File: src/cc_defs.vh
`ifndef CC_DEFS_VH
`define CC_DEFS_VH

// register byte offsets, decoded on haddr[7:0]
`define OFS_UNIT_CONTROL     8'h00
`define OFS_MATCH_LOW        8'h04
`define OFS_MATCH_HIGH       8'h08
`define OFS_TIMER_LOW        8'h0C
`define OFS_TIMER_HIGH       8'h10
`define OFS_TIMER_CONFIG     8'h14
`define OFS_STATUS           8'h18

// reset values
`define CTRL_RESET           8'h00
`define MATCH_RESET          8'h00
`define CONFIG_RESET         8'h08

// unit_mode_field encodings
`define MODE_OFF             4'h0
`define MODE_TOGGLE          4'h2
`define MODE_CAP_FALL        4'h4
`define MODE_CAP_RISE        4'h5
`define MODE_CAP_RISE4       4'h6
`define MODE_CAP_RISE16      4'h7
`define MODE_CMP_SET         4'h8
`define MODE_CMP_CLEAR       4'h9
`define MODE_SW_INT          4'hA
`define MODE_SPECIAL         4'hB

// field positions
`define MODE_MSB             3
`define MODE_LSB             0
`define CFG_SRC_MSB          1
`define CFG_SRC_LSB          0
`define CFG_ON_BIT           2
`define CFG_DIR_BIT          3
`define ST_EVENT_BIT         0
`define ST_OVF_BIT           1

// timer clock sources
`define SRC_INSTR            2'h0
`define SRC_SYS              2'h1
`define SRC_EXT              2'h2

// timing counts and the AHB word transfer size
`define INSTR_LAST           2'h3
`define CAP_LAST4            4'h3
`define CAP_LAST16           4'hF
`define AHB_WORD             3'h2

`endif

File: src/cap_prescaler.v
`timescale 1ns/1ps
`default_nettype none
`include "cc_defs.vh"

module cap_prescaler (
  input  wire       clk,
  input  wire       rst,
  input  wire       pin_level,
  input  wire [3:0] mode,
  output reg        capture_evt
);

  reg        prev_r;
  reg  [3:0] cnt_r;

  wire       rise = pin_level & ~prev_r;
  wire       fall = ~pin_level & prev_r;
  wire       is_cap = (mode[3:2] == 2'h1);

  // count rising edges; at or past the last count an event fires
  function [4:0] step;
    input [3:0] cnt;
    input [3:0] last;
    begin
      if (cnt >= last) begin
        step = 5'h10;
      end else begin
        step = {1'b0, cnt + 4'h1};
      end
    end
  endfunction

  wire [4:0] step4  = step(cnt_r, `CAP_LAST4);
  wire [4:0] step16 = step(cnt_r, `CAP_LAST16);

  always @(posedge clk) begin
    if (rst) begin
      prev_r      <= 1'b0;
      cnt_r       <= 4'h0;
      capture_evt <= 1'b0;
    end else begin
      prev_r      <= pin_level;
      capture_evt <= 1'b0;
      if (!is_cap) begin
        cnt_r <= 4'h0;
      end else begin
        case (mode)
          `MODE_CAP_FALL: begin
            capture_evt <= fall;
          end
          `MODE_CAP_RISE: begin
            capture_evt <= rise;
          end
          `MODE_CAP_RISE4: begin
            if (rise) begin
              cnt_r       <= step4[3:0];
              capture_evt <= step4[4];
            end
          end
          default: begin
            if (rise) begin
              cnt_r       <= step16[3:0];
              capture_evt <= step16[4];
            end
          end
        endcase
      end
    end
  end

endmodule
`default_nettype wire

File: src/timer16.v
`timescale 1ns/1ps
`default_nettype none
`include "cc_defs.vh"

module timer16 (
  input  wire        clk,
  input  wire        rst,
  input  wire        run,
  input  wire [1:0]  src,
  input  wire        sleep,
  input  wire        ext_rise,
  input  wire        clear_req,
  input  wire        wr_lo,
  input  wire        wr_hi,
  input  wire [7:0]  wdata,
  output reg  [15:0] count,
  output reg         tick,
  output reg         ovf_pulse
);

  reg  [1:0] div_r;
  reg        adv;

  wire       instr_en = (div_r == `INSTR_LAST);

  always @* begin
    case (src)
      `SRC_SYS:   adv = run & ~sleep;
      `SRC_INSTR: adv = run & ~sleep & instr_en;
      `SRC_EXT:   adv = run & ext_rise;
      default:    adv = 1'b0;
    endcase
  end

  always @(posedge clk) begin
    if (rst) begin
      div_r     <= 2'h0;
      count     <= 16'h0000;
      tick      <= 1'b0;
      ovf_pulse <= 1'b0;
    end else begin
      if (!sleep) begin
        div_r <= div_r + 2'h1;
      end
      tick      <= 1'b0;
      ovf_pulse <= 1'b0;
      if (wr_lo || wr_hi) begin
        if (wr_lo) begin
          count[7:0] <= wdata;
        end
        if (wr_hi) begin
          count[15:8] <= wdata;
        end
      end else if (adv) begin
        tick <= 1'b1;
        if (clear_req) begin
          count <= 16'h0000;
        end else begin
          count <= count + 16'h0001;
          ovf_pulse <= (count == 16'hFFFF);
        end
      end
    end
  end

endmodule
`default_nettype wire

File: src/capture_compare_top.v
`timescale 1ns/1ps
`default_nettype none
`include "cc_defs.vh"

module capture_compare_top (
  input  wire        sys_clk,
  input  wire        sys_rst,
  input  wire        hsel,
  input  wire [31:0] haddr,
  input  wire [1:0]  htrans,
  input  wire        hwrite,
  input  wire [2:0]  hsize,
  input  wire [31:0] hwdata,
  input  wire        hready,
  output reg  [31:0] hrdata,
  output reg         hreadyout,
  output reg         hresp,
  input  wire        unit_pin_in,
  output reg         unit_pin_out,
  output reg         unit_pin_oe_n,
  input  wire        ext_timer_clk,
  input  wire        sleep_req,
  input  wire        adc_enable,
  output reg         adc_start,
  output reg         unit_event_flag,
  output reg         timer_overflow_flag
);

  // bus data phase state
  reg        dph_r;
  reg        dwr_r;
  reg        dok_r;
  reg  [7:0] daddr_r;

  // software registers
  reg  [7:0] unit_control_r;
  reg  [7:0] match_value_low_r;
  reg  [7:0] match_value_high_r;
  reg  [7:0] timer_config_r;

  // compare state
  reg        cmp_latch_r;
  reg        pend_reset_r;

  // pin synchronisers
  reg        pin_s1_r;
  reg        pin_s2_r;
  reg        ext_s1_r;
  reg        ext_s2_r;
  reg        ext_s3_r;

  reg  [31:0] rd_nxt;

  wire [15:0] timer_count;
  wire        timer_tick;
  wire        timer_ovf;
  wire        capture_evt;

  wire [3:0]  unit_mode_field = unit_control_r[`MODE_MSB:`MODE_LSB];
  wire [15:0] match_pair = {match_value_high_r, match_value_low_r};
  wire        pin_direction_bit = timer_config_r[`CFG_DIR_BIT];

  function is_compare;
    input [3:0] m;
    begin
      is_compare = (m == `MODE_TOGGLE) || (m == `MODE_CMP_SET) ||
                   (m == `MODE_CMP_CLEAR) || (m == `MODE_SW_INT) ||
                   (m == `MODE_SPECIAL);
    end
  endfunction

  function drives_pin;
    input [3:0] m;
    begin
      drives_pin = (m == `MODE_TOGGLE) || (m == `MODE_CMP_SET) ||
                   (m == `MODE_CMP_CLEAR);
    end
  endfunction

  // accepted transfer and write strobes
  wire accept = hsel & hready & htrans[1];
  wire wr_go  = dph_r & dwr_r & dok_r;

  function wr_at;
    input       go;
    input [7:0] a;
    input [7:0] ofs;
    begin
      wr_at = go && (a == ofs);
    end
  endfunction

  wire wr_ctrl   = wr_at(wr_go, daddr_r, `OFS_UNIT_CONTROL);
  wire wr_mlo    = wr_at(wr_go, daddr_r, `OFS_MATCH_LOW);
  wire wr_mhi    = wr_at(wr_go, daddr_r, `OFS_MATCH_HIGH);
  wire wr_tlo    = wr_at(wr_go, daddr_r, `OFS_TIMER_LOW);
  wire wr_thi    = wr_at(wr_go, daddr_r, `OFS_TIMER_HIGH);
  wire wr_cfg    = wr_at(wr_go, daddr_r, `OFS_TIMER_CONFIG);
  wire wr_status = wr_at(wr_go, daddr_r, `OFS_STATUS);

  wire equal = (timer_count == match_pair);

  wire match_hit = timer_tick & equal & is_compare(unit_mode_field) & ~sleep_req;

  wire hit_special = match_hit & (unit_mode_field == `MODE_SPECIAL);

  wire clear_req = pend_reset_r & equal & (unit_mode_field == `MODE_SPECIAL);

  wire ext_rise = ext_s2_r & ~ext_s3_r;

  wire event_set = match_hit | capture_evt;
  wire event_clr = wr_status & hwdata[`ST_EVENT_BIT];
  wire ovf_clr   = wr_status & hwdata[`ST_OVF_BIT];

  timer16 u_timer (
    .clk       (sys_clk),
    .rst       (sys_rst),
    .run       (timer_config_r[`CFG_ON_BIT]),
    .src       (timer_config_r[`CFG_SRC_MSB:`CFG_SRC_LSB]),
    .sleep     (sleep_req),
    .ext_rise  (ext_rise),
    .clear_req (clear_req),
    .wr_lo     (wr_tlo),
    .wr_hi     (wr_thi),
    .wdata     (hwdata[7:0]),
    .count     (timer_count),
    .tick      (timer_tick),
    .ovf_pulse (timer_ovf)
  );

  // capture runs on sys_clk, so sleep does not gate it
  cap_prescaler u_capture (
    .clk         (sys_clk),
    .rst         (sys_rst),
    .pin_level   (pin_s2_r),
    .mode        (unit_mode_field),
    .capture_evt (capture_evt)
  );

  always @(posedge sys_clk) begin
    if (sys_rst) begin
      pin_s1_r <= 1'b0;
      pin_s2_r <= 1'b0;
      ext_s1_r <= 1'b0;
      ext_s2_r <= 1'b0;
      ext_s3_r <= 1'b0;
    end else begin
      pin_s1_r <= unit_pin_in;
      pin_s2_r <= pin_s1_r;
      ext_s1_r <= ext_timer_clk;
      ext_s2_r <= ext_s1_r;
      ext_s3_r <= ext_s2_r;
    end
  end

  // one wait state: write data and read mux settle in the cycle hready is low
  always @(posedge sys_clk) begin
    if (sys_rst) begin
      dph_r     <= 1'b0;
      dwr_r     <= 1'b0;
      dok_r     <= 1'b0;
      daddr_r   <= 8'h00;
      hreadyout <= 1'b1;
      hresp     <= 1'b0;
      hrdata    <= 32'h00000000;
    end else begin
      hresp <= 1'b0;
      if (accept) begin
        dph_r     <= 1'b1;
        dwr_r     <= hwrite;
        dok_r     <= (hsize == `AHB_WORD);
        daddr_r   <= haddr[7:0];
        hreadyout <= 1'b0;
      end else if (dph_r) begin
        dph_r     <= 1'b0;
        hreadyout <= 1'b1;
        if (!dwr_r) begin
          hrdata <= rd_nxt;
        end
      end
    end
  end

  always @* begin
    rd_nxt = 32'h00000000;
    case (daddr_r)
      `OFS_UNIT_CONTROL: rd_nxt[7:0] = unit_control_r;
      `OFS_MATCH_LOW:    rd_nxt[7:0] = match_value_low_r;
      `OFS_MATCH_HIGH:   rd_nxt[7:0] = match_value_high_r;
      `OFS_TIMER_LOW:    rd_nxt[7:0] = timer_count[7:0];
      `OFS_TIMER_HIGH:   rd_nxt[7:0] = timer_count[15:8];
      `OFS_TIMER_CONFIG: rd_nxt[7:0] = timer_config_r;
      `OFS_STATUS: begin
        rd_nxt[`ST_EVENT_BIT] = unit_event_flag;
        rd_nxt[`ST_OVF_BIT]   = timer_overflow_flag;
      end
      default:           rd_nxt = 32'h00000000;
    endcase
  end

  always @(posedge sys_clk) begin
    if (sys_rst) begin
      unit_control_r <= `CTRL_RESET;
      timer_config_r <= `CONFIG_RESET;
    end else begin
      if (wr_ctrl) begin
        unit_control_r <= hwdata[7:0];
      end
      if (wr_cfg) begin
        timer_config_r <= hwdata[7:0];
      end
    end
  end

  // a capture overrides a software write in the same cycle
  always @(posedge sys_clk) begin
    if (sys_rst) begin
      match_value_low_r  <= `MATCH_RESET;
      match_value_high_r <= `MATCH_RESET;
    end else if (capture_evt) begin
      match_value_low_r  <= timer_count[7:0];
      match_value_high_r <= timer_count[15:8];
    end else begin
      if (wr_mlo) begin
        match_value_low_r <= hwdata[7:0];
      end
      if (wr_mhi) begin
        match_value_high_r <= hwdata[7:0];
      end
    end
  end

  always @(posedge sys_clk) begin
    if (sys_rst) begin
      cmp_latch_r  <= 1'b0;
      pend_reset_r <= 1'b0;
      adc_start    <= 1'b0;
    end else begin
      adc_start <= 1'b0;
      if (wr_ctrl && (hwdata[7:0] == 8'h00)) begin
        cmp_latch_r <= 1'b0;
      end else if (match_hit) begin
        case (unit_mode_field)
          `MODE_TOGGLE:    cmp_latch_r <= ~cmp_latch_r;
          `MODE_CMP_SET:   cmp_latch_r <= 1'b1;
          `MODE_CMP_CLEAR: cmp_latch_r <= 1'b0;
          default:         cmp_latch_r <= cmp_latch_r;
        endcase
      end
      if (hit_special) begin
        adc_start <= adc_enable;
      end
      pend_reset_r <= hit_special | clear_req;
    end
  end

  always @(posedge sys_clk) begin
    if (sys_rst) begin
      unit_event_flag     <= 1'b0;
      timer_overflow_flag <= 1'b0;
    end else begin
      unit_event_flag     <= event_set | (unit_event_flag & ~event_clr);
      timer_overflow_flag <= timer_ovf | (timer_overflow_flag & ~ovf_clr);
    end
  end

  always @(posedge sys_clk) begin
    if (sys_rst) begin
      unit_pin_out  <= 1'b0;
      unit_pin_oe_n <= 1'b1;
    end else begin
      unit_pin_out  <= cmp_latch_r;
      unit_pin_oe_n <= pin_direction_bit | ~drives_pin(unit_mode_field);
    end
  end

endmodule
`default_nettype wire

File: config.mk
export PLATFORM = sky130hd
export DESIGN_NAME = capture_compare_top
export DESIGN_NICKNAME = d
export VERILOG_FILES = /design/src/cap_prescaler.v /design/src/timer16.v /design/src/capture_compare_top.v
export VERILOG_INCLUDE_DIRS = /design/src /design/src/src
export SDC_FILE = /design/constraint.sdc
export NUM_CORES = 1
export LEC_CHECK = 0
export BUFFER_PORTS_ARGS = -buffer_cell sky130_fd_sc_hd__buf_2
export CAP_MARGIN = 20
export CORE_MARGIN = 5
export CORE_UTILIZATION = 47
export DETAILED_ROUTE_END_ITERATION = 6
export HOLD_SLACK_MARGIN = 0.05
export PLACE_DENSITY = 0.77
export SYNTH_ARGS = -nofsm -noshare
export SYNTH_HDL_FRONTEND = slang
export SYNTH_SLANG_ARGS = --single-unit
File: constraint.sdc
create_clock -name sys_clk -period 6.09 [get_ports sys_clk]
set_input_delay 0 -clock sys_clk [delete_from_list [all_inputs] [get_ports sys_clk]]
set_output_delay 0 -clock sys_clk [all_outputs]
set_load 0.005 [all_outputs]
==> results.py, run 1 <==
metrics = {
    "setup_path": {
        "worstPathArrival_ns": 3.01,
        "critical_path_fanouts_max": 31,
        "worst-setup-path-type": "reg -> reg",
        "reg2reg_to": "u_timer.count[12]$_SDFFE_PP0P_",
        "crit_path_cell_trace": "or3b_1 -> a2111oi_4 -> buf_4 -> and3b_1 -> or2_1 -> nand2_2 -> o211ai_1",
        "regToRegStartpoint": "daddr_r[4]$_SDFFE_PP0P_",
        "worstSetupEndpointType": "register",
        "timing.critical_path.slowest_cell_delay_ns": 0.65,
        "worst_path_max_delay_cell": "sky130_fd_sc_hd__dfxtp_1",
        "timing.reg2reg.worst_path_depth": 7,
        "r2r_setup_slack_ns": 3.32,
        "crit_path_start_kind": "register",
        "critPathRequiredTime_ns": 6.33,
    },
    "sta": {
        "min_period_over_period_pct": 45.55,
        "setup_viol": 0,
        "maxClockFrequency_ghz": 0.3605,
        "finalSetupTns_ns": 0,
        "worstMarginPinSlew_ns": 0.8172,
        "maxSlewViolCount": 0,
        "worst_clock_skew_ns": 0.01041,
        "maxSlewHeadroom_pct": 45.35,
        "grt_setup_unrepaired": "false",
        "final_period_minus_worst_setup_slack_ns": 2.774,
        "hold_vio_cnt_final": 0,
    },
    "synthesis": {
        "synth_area_per_inst_um2": 8.310,
        "synth_top_cells_by_count": "sky130_fd_sc_hd__dfxtp_1 (90), sky130_fd_sc_hd__nor2_1 (84), sky130_fd_sc_hd__a21oi_1 (50), sky130_fd_sc_hd__nand2_1 (49), sky130_fd_sc_hd__mux2i_1 (47)",
        "count_of_warnings_emitted_by_yosys": 0,
        "syn-instance-count": 592,
        "post_synth_main_area_contributors": "sky130_fd_sc_hd__dfxtp_1 (37%), sky130_fd_sc_hd__mux2i_1 (9.6%), sky130_fd_sc_hd__nor2_1 (6.4%), sky130_fd_sc_hd__a21oi_1 (5.1%), sky130_fd_sc_hd__buf_4 (4.0%)",
        "yosys.cell_types.count": 60,
        "synth_top_cell_by_area": "sky130_fd_sc_hd__dfxtp_1",
        "synth.most_common_cell": "sky130_fd_sc_hd__dfxtp_1",
        "yosysSeqAreaShare_pct": 36.62,
        "synth_edf_count": 0,
        "ys_ff_latch": 90,
        "synth_top_area_share_pct": 36.62,
        "ys_async_sr_fraction_pct": 0,
        "synthesis.area_mm2": 0.004920,
        "synth_flop_cell": "sky130_fd_sc_hd__dfxtp_1",
    },
    "job": {
        "max-cap-violations": 0,
    },
    "final_layout": {
        "final_cell_count_no_fill": 765,
        "num-fill-cells": 954,
        "antenna-diode-count": 0,
        "syn_to_final_growth_pct": 12.11,
        "finish.net_count": 706,
        "layout-drive-gt1-share_pct": 12.72,
    },
    "routing": {
        "drtPass1Iterations": 6,
        "totalWireLength_mm": 13.34,
        "starting_drc_count_in_detailed_routing": 682,
        "drcViolationCount": 0,
        "antenna_left": 0,
        "route.vias.total": 4478,
        "wl_per_cell_um": 17.43,
        "via_per_inst": 5.854,
    },
    "worst_hold_path": {
        "hold-path-endpoint": "daddr_r[1]$_SDFFE_PP0P_",
        "min-delay-start": "hready",
        "worst_hold_path_type": "in -> reg",
        "timing.hold.worst_path_depth": 4,
    },
    "power": {
        "power_leakage_nw": 2.236,
        "power.ir.vdd_worst_mv": 0.1070,
        "power_per_cell_area_mw_per_mm2": 205.9,
        "p_total_mw": 1.135,
    },
    "cts": {
        "htreeDepth": 3,
        "holdBufCountCts": 23,
        "cts.sink_count": 90,
        "clk_pin_slew_worst_paths_ns": 0.09,
        "max-clock-path-buffers": 2,
        "clock_latency_ns": 0.36,
        "cts_buffers": 9,
        "root_buffer": "sky130_fd_sc_hd__clkbuf_8",
        "postCtsSetupRepairBufs": 0,
        "cts_tree": "yes",
        "cts.repair.resized": 0,
    },
    "die": {
        "placementRows": 37,
        "boundaryPins": 117,
        "die_outline_area_mm2": 0.01261,
        "fp.dieW_um": 112.3,
        "chipHeight_um": 112.3,
        "coreArea_mm2": 0.01028,
        "initial_core_util_pct": 47.87,
    },
    "global_route": {
        "grt_antenna_before_repair": 0,
        "grt_pass1_vias": 4116,
        "overflow": 0,
        "grt_start_max_net_pins": 75,
        "grt_util_all_layers_pct": 20.84,
        "first_pass_grt_wire_length_mm": 21.40,
    },
    "placed_design": {
        "gp_congestion": 0.9257,
        "place.detailed.instances": 726,
        "dp_hpwl_mm": 9.015,
        "numPortBuffers": 42,
    },
    "outcome": {
        "run_status": "completed",
    },
}
[power by group]
group / internal [mW] / switching (mW)
combinational: 0.0326 / 0.0499
sequential: 0.595 / 0.00721
clock: 0.230 / 0.221
[routing by layer]
layer	part of all wire, %	track usage (%)	vias up
li1	-	-	2092
met1	43	28.26	2145
met2	46	32.86	200
met3	6.8	3.612	41
met4	3.4	8.654	0
met5	0	0	-
[stage by stage]
stage                     worst slack (ns)  hold WS (ns)  cell area, um2  util [%]
after floorplan                      4.068        0.1138            5010         -
after global placement               3.442        0.2181            5042     49.06
after detailed placement             3.385        0.2263            5042     49.06
after CTS                            3.363        0.1847            5488     53.40
after global routing                 3.160        0.2280            5515     53.66
final                                3.316        0.2052            5515     53.66
[layout by cell type, fill, tap and decap left out, drive strengths merged, types with 4 or more instances in the layout]
cell         netlist  layout
nor2              84      84
nor3b              5       5
buf               39      48
nand3b             4       4
inv                6       7
a31oi              4       4
mux4               7       7
conb               1      25
mux2i             47      47
dlygate4sd3        0      23
nand3             24      24
nand4             11      11
a22oi              6       6
nor4               9       9
nor2b             14      14
xnor2             17      17
nand2             50      50
o211ai            11      11
nor3              10      10
clkbuf            34       9
and3               5       5
dfxtp             90      90
nand2b             4       4
o21ai             17      17
a211oi             4       4
a21oi             50      50
[worst max path at each step]
| stage | cells past startpoint | from | end | slack [ns] |
|---|---|---|---|---|
| CTS | 7 | daddr_r[4]$_SDFFE_PP0P_ | u_timer.count[3]$_SDFFE_PP0P_ | 3.36 |
| global route | 7 | daddr_r[4]$_SDFFE_PP0P_ | u_timer.count[3]$_SDFFE_PP0P_ | 3.16 |
| floorplan | 6 | daddr_r[7]$_SDFFE_PP0P_ | u_timer.count[11]$_SDFFE_PP0P_ | 4.07 |
| global placement | 7 | daddr_r[4]$_SDFFE_PP0P_ | u_timer.count[11]$_SDFFE_PP0P_ | 3.44 |
| finish | 7 | daddr_r[4]$_SDFFE_PP0P_ | u_timer.count[12]$_SDFFE_PP0P_ | 3.32 |
| detailed placement | 7 | daddr_r[4]$_SDFFE_PP0P_ | u_timer.count[3]$_SDFFE_PP0P_ | 3.38 |
[layout make-up]
type                            instances  area, um2  share of cell area (%)
Clock buffer                            9      123.9                   2.246
Clock inverter                          6      91.34                   1.656
Inverter                                6      22.52                  0.4083
Multi-Input combinational cell        447       2800                   50.77
Sequential cell                        90       1802                   32.67
Tap cell                              136      170.2                   3.085
Timing Repair Buffer                   71      505.5                   9.165
[sequential cells by signal, summed over array words and instances (netlist names), 2 cells and up]
| signal | cells |
|---|---|
| match_value_high_r | 8 |
| unit_control_r | 8 |
| match_value_low_r | 8 |
| hrdata | 8 |
| u_capture.cnt_r | 4 |
| u_timer.count | 16 |
| timer_config_r | 8 |
| daddr_r | 8 |
| u_timer.div_r | 2 |
[critical path, delay by kind of cell, from the launching register on]
kind / cells / cell delay, ns
and+or+nand+nor: 4 / 1.18
DFF: 1 / 0.65
AOI/OAI and AO/OA: 2 / 0.45
buffers and inverters: 1 / 0.37
[logic make-up after synthesis]
logic type | share of synthesized area [%]
xor+xnor | 3.204
simple gates | 24.29
mux | 13.22
compound gates | 13.53
flops | 36.62
other cells | 0.07622
buf+inv | 8.291
fa+ha+maj | 0.7631
Power figures use the tool's default switching activity.
==> run 2: changes to the inputs <==
==> constraint.sdc (replaced) <==
create_clock -name sys_clk -period 2.6 [get_ports sys_clk]
set_input_delay 0 -clock sys_clk [delete_from_list [all_inputs] [get_ports sys_clk]]
set_output_delay 0 -clock sys_clk [all_outputs]
set_load 0.005 [all_outputs]
==> run 2 against run 1 <==
Via count is 0.51% higher. Clock skew is 0.0050 ns higher. Register-to-register slack got worse by 3.1 ns. Non-clock buffer count increased by 19. Clock power rose by 100%. Clock-buffer cell count rose by 1. Fmax is 14% higher. Largest power group unchanged. Highest routed layer unchanged.
==> results.py, run 2 (synthesized netlist as in run 1, its figures left out) <==
metrics = {
    "outcome": {
        "run_status": "completed",
    },
    "cts": {
        "htreeDepth": 3,
        "clk_pin_slew_worst_paths_ns": 0.09,
        "holdBufCountCts": 25,
        "root_buffer": "sky130_fd_sc_hd__clkbuf_8",
        "cts.repair.resized": 0,
        "cts_tree": "yes",
        "cts.sink_count": 90,
        "cts_buffers": 9,
        "postCtsSetupRepairBufs": 0,
        "clock_latency_ns": 0.38,
        "max-clock-path-buffers": 2,
    },
    "routing": {
        "starting_drc_count_in_detailed_routing": 354,
        "antenna_left": 0,
        "via_per_inst": 5.734,
        "route.vias.total": 4501,
        "drtPass1Iterations": 6,
        "drcViolationCount": 0,
        "wl_per_cell_um": 17.30,
        "totalWireLength_mm": 13.58,
    },
    "sta": {
        "final_period_minus_worst_setup_slack_ns": 2.427,
        "worst_clock_skew_ns": 0.01542,
        "setup_viol": 0,
        "maxClockFrequency_ghz": 0.4120,
        "worstMarginPinSlew_ns": 0.5882,
        "min_period_over_period_pct": 93.36,
        "maxSlewHeadroom_pct": 60.25,
        "maxSlewViolCount": 0,
        "grt_setup_unrepaired": "false",
        "hold_vio_cnt_final": 0,
        "finalSetupTns_ns": 0,
    },
    "final_layout": {
        "multiInputGateArea_mm2": 0.002800,
        "finish.net_count": 725,
        "antenna-diode-count": 0,
        "mostFrequentLayoutCell": "sky130_fd_sc_hd__dfxtp_1",
        "fin_util_pct": 54.53,
        "postLayoutCellArea_mm2": 0.005604,
        "num-fill-cells": 936,
        "layout-drive-gt1-share_pct": 14.95,
        "top_register": "u_timer.count",
        "final_cell_count_no_fill": 785,
        "register_area_mm2": 0.001802,
        "largest_reg_flops": 16,
        "syn_to_final_growth_pct": 13.91,
        "top_library_cells_by_usage_in_the_layout_fill_and_taps_aside": "sky130_fd_sc_hd__dfxtp_1 (90), sky130_fd_sc_hd__nor2_1 (84), sky130_fd_sc_hd__a21oi_1 (50), sky130_fd_sc_hd__nand2_1 (49), sky130_fd_sc_hd__mux2i_1 (47)",
    },
    "die": {
        "fp.dieW_um": 112.3,
        "die_outline_area_mm2": 0.01261,
        "boundaryPins": 117,
        "initial_core_util_pct": 47.87,
        "coreArea_mm2": 0.01028,
        "placementRows": 37,
        "chipHeight_um": 112.3,
    },
    "setup_path": {
        "crit_path_cell_trace": "or3b_1 -> a2111oi_4 -> buf_4 -> a211oi_1 -> buf_4 -> a32oi_1 -> o21ai_1",
        "worst-setup-path-type": "reg -> reg",
        "worstSetupEndpointType": "register",
        "crit_top_cell": "sky130_fd_sc_hd__buf_4",
        "worst_setup_startpoint": "daddr_r[4]$_SDFFE_PP0P_",
        "crit_path_start_kind": "register",
        "regToRegStartpoint": "daddr_r[4]$_SDFFE_PP0P_",
        "critical_path.top_delay_family": "compound AO/OA/AOI/OAI gates",
        "worstPathBufferInverterCount": 2,
        "worstPathArrival_ns": 2.69,
        "critical_path_depth": 7,
        "critical_path_fanouts_max": 29,
        "critPathRequiredTime_ns": 2.87,
        "timing.critical_path.slowest_cell_delay_ns": 0.49,
        "timing.reg2reg.worst_path_depth": 7,
        "worst_path_max_delay_cell": "sky130_fd_sc_hd__dfxtp_1",
    },
    "power": {
        "power_per_cell_area_mw_per_mm2": 448.8,
        "power.ir.vdd_worst_mv": 0.2801,
        "power_leakage_nw": 2.307,
        "p_total_mw": 2.515,
    },
    "worst_hold_path": {
        "timing.hold.worst_path_depth": 3,
        "min-delay-start": "hready",
        "worst_hold_path_type": "in -> reg",
    },
    "job": {
        "max-cap-violations": 0,
    },
    "global_route": {
        "grt_start_max_net_pins": 39,
        "first_pass_grt_wire_length_mm": 22.15,
        "grt_antenna_before_repair": 0,
        "overflow": 0,
        "grt_util_all_layers_pct": 21.63,
        "global_route_track_usage_on_met2_pct": 36.03,
        "busiest_layer": "met2",
        "globalRouteMet3Util_pct": 4.852,
        "grt_use_met1_pct": 27.66,
        "grt_pass1_vias": 4370,
    },
    "placed_design": {
        "gp_congestion": 0.9225,
        "numPortBuffers": 42,
        "dp_hpwl_mm": 9.843,
        "placed_cell_area_mm2": 0.005177,
        "place.detailed.instances": 744,
    },
}
run 2: cell types whose count changed in the layout (fill, tap and decap cells not counted), sizes merged:
cell         before  now
buf              48   65
bufinv            2    0
dlygate4sd3      23   25
clkbuf            9   10
clkinv            0    1
inv               7    8
run 2: where the power goes:
part	internal, mW	switching, mW	total (mW)
combinational	0.0849	0.118	0.202
clock	0.356	0.547	0.903
sequential	1.39	0.0170	1.41
run 2: cell type report:
type	count	area share, %
Multi-Input combinational cell	447	49.97
Sequential cell	90	32.15
Timing Repair Buffer	90	11.30
Tap cell	136	3.036
Clock buffer	10	2.277
Clock inverter	6	0.8707
Inverter	6	0.4019
run 2: path summary, 6_finish.rpt:
path                                                       end  slack, ns
worst max-delay path            u_timer.count[10]$_SDFFE_PP0P_       0.17
worst min-delay path                          dph_r$_SDFF_PP0_       0.16
worst max register to register  u_timer.count[10]$_SDFFE_PP0P_       0.17
worst min register to register             pin_s2_r$_SDFF_PP0_       0.45
run 2: through the flow:
stage	hold WS (ns)	setup slack [ns]
3_5_place_dp	0.2281	0.1859
4_1_cts	0.1583	0.1848
5_1_grt	0.1927	0.03308
3_3_place_gp	0.2167	0.2999
2_1_floorplan	0.1138	0.5780
6_report	0.1601	0.1726
run 2: metal layers:
metal | wire length [um] | part of all wire (%)
met2 | 6468 | 48
met1 | 5846 | 43
met4 | 333 | 2.5
met5 | 0 | 0
met3 | 933 | 6.9
run 2: worst register-to-register path: cells and delay by family, from the launching register on:
kind	cells	cell delay [ns]
AOI/OAI and AO/OA	4	0.79
buffers and inverters	2	0.57
DFF	1	0.49
and+or+nand+nor	1	0.47
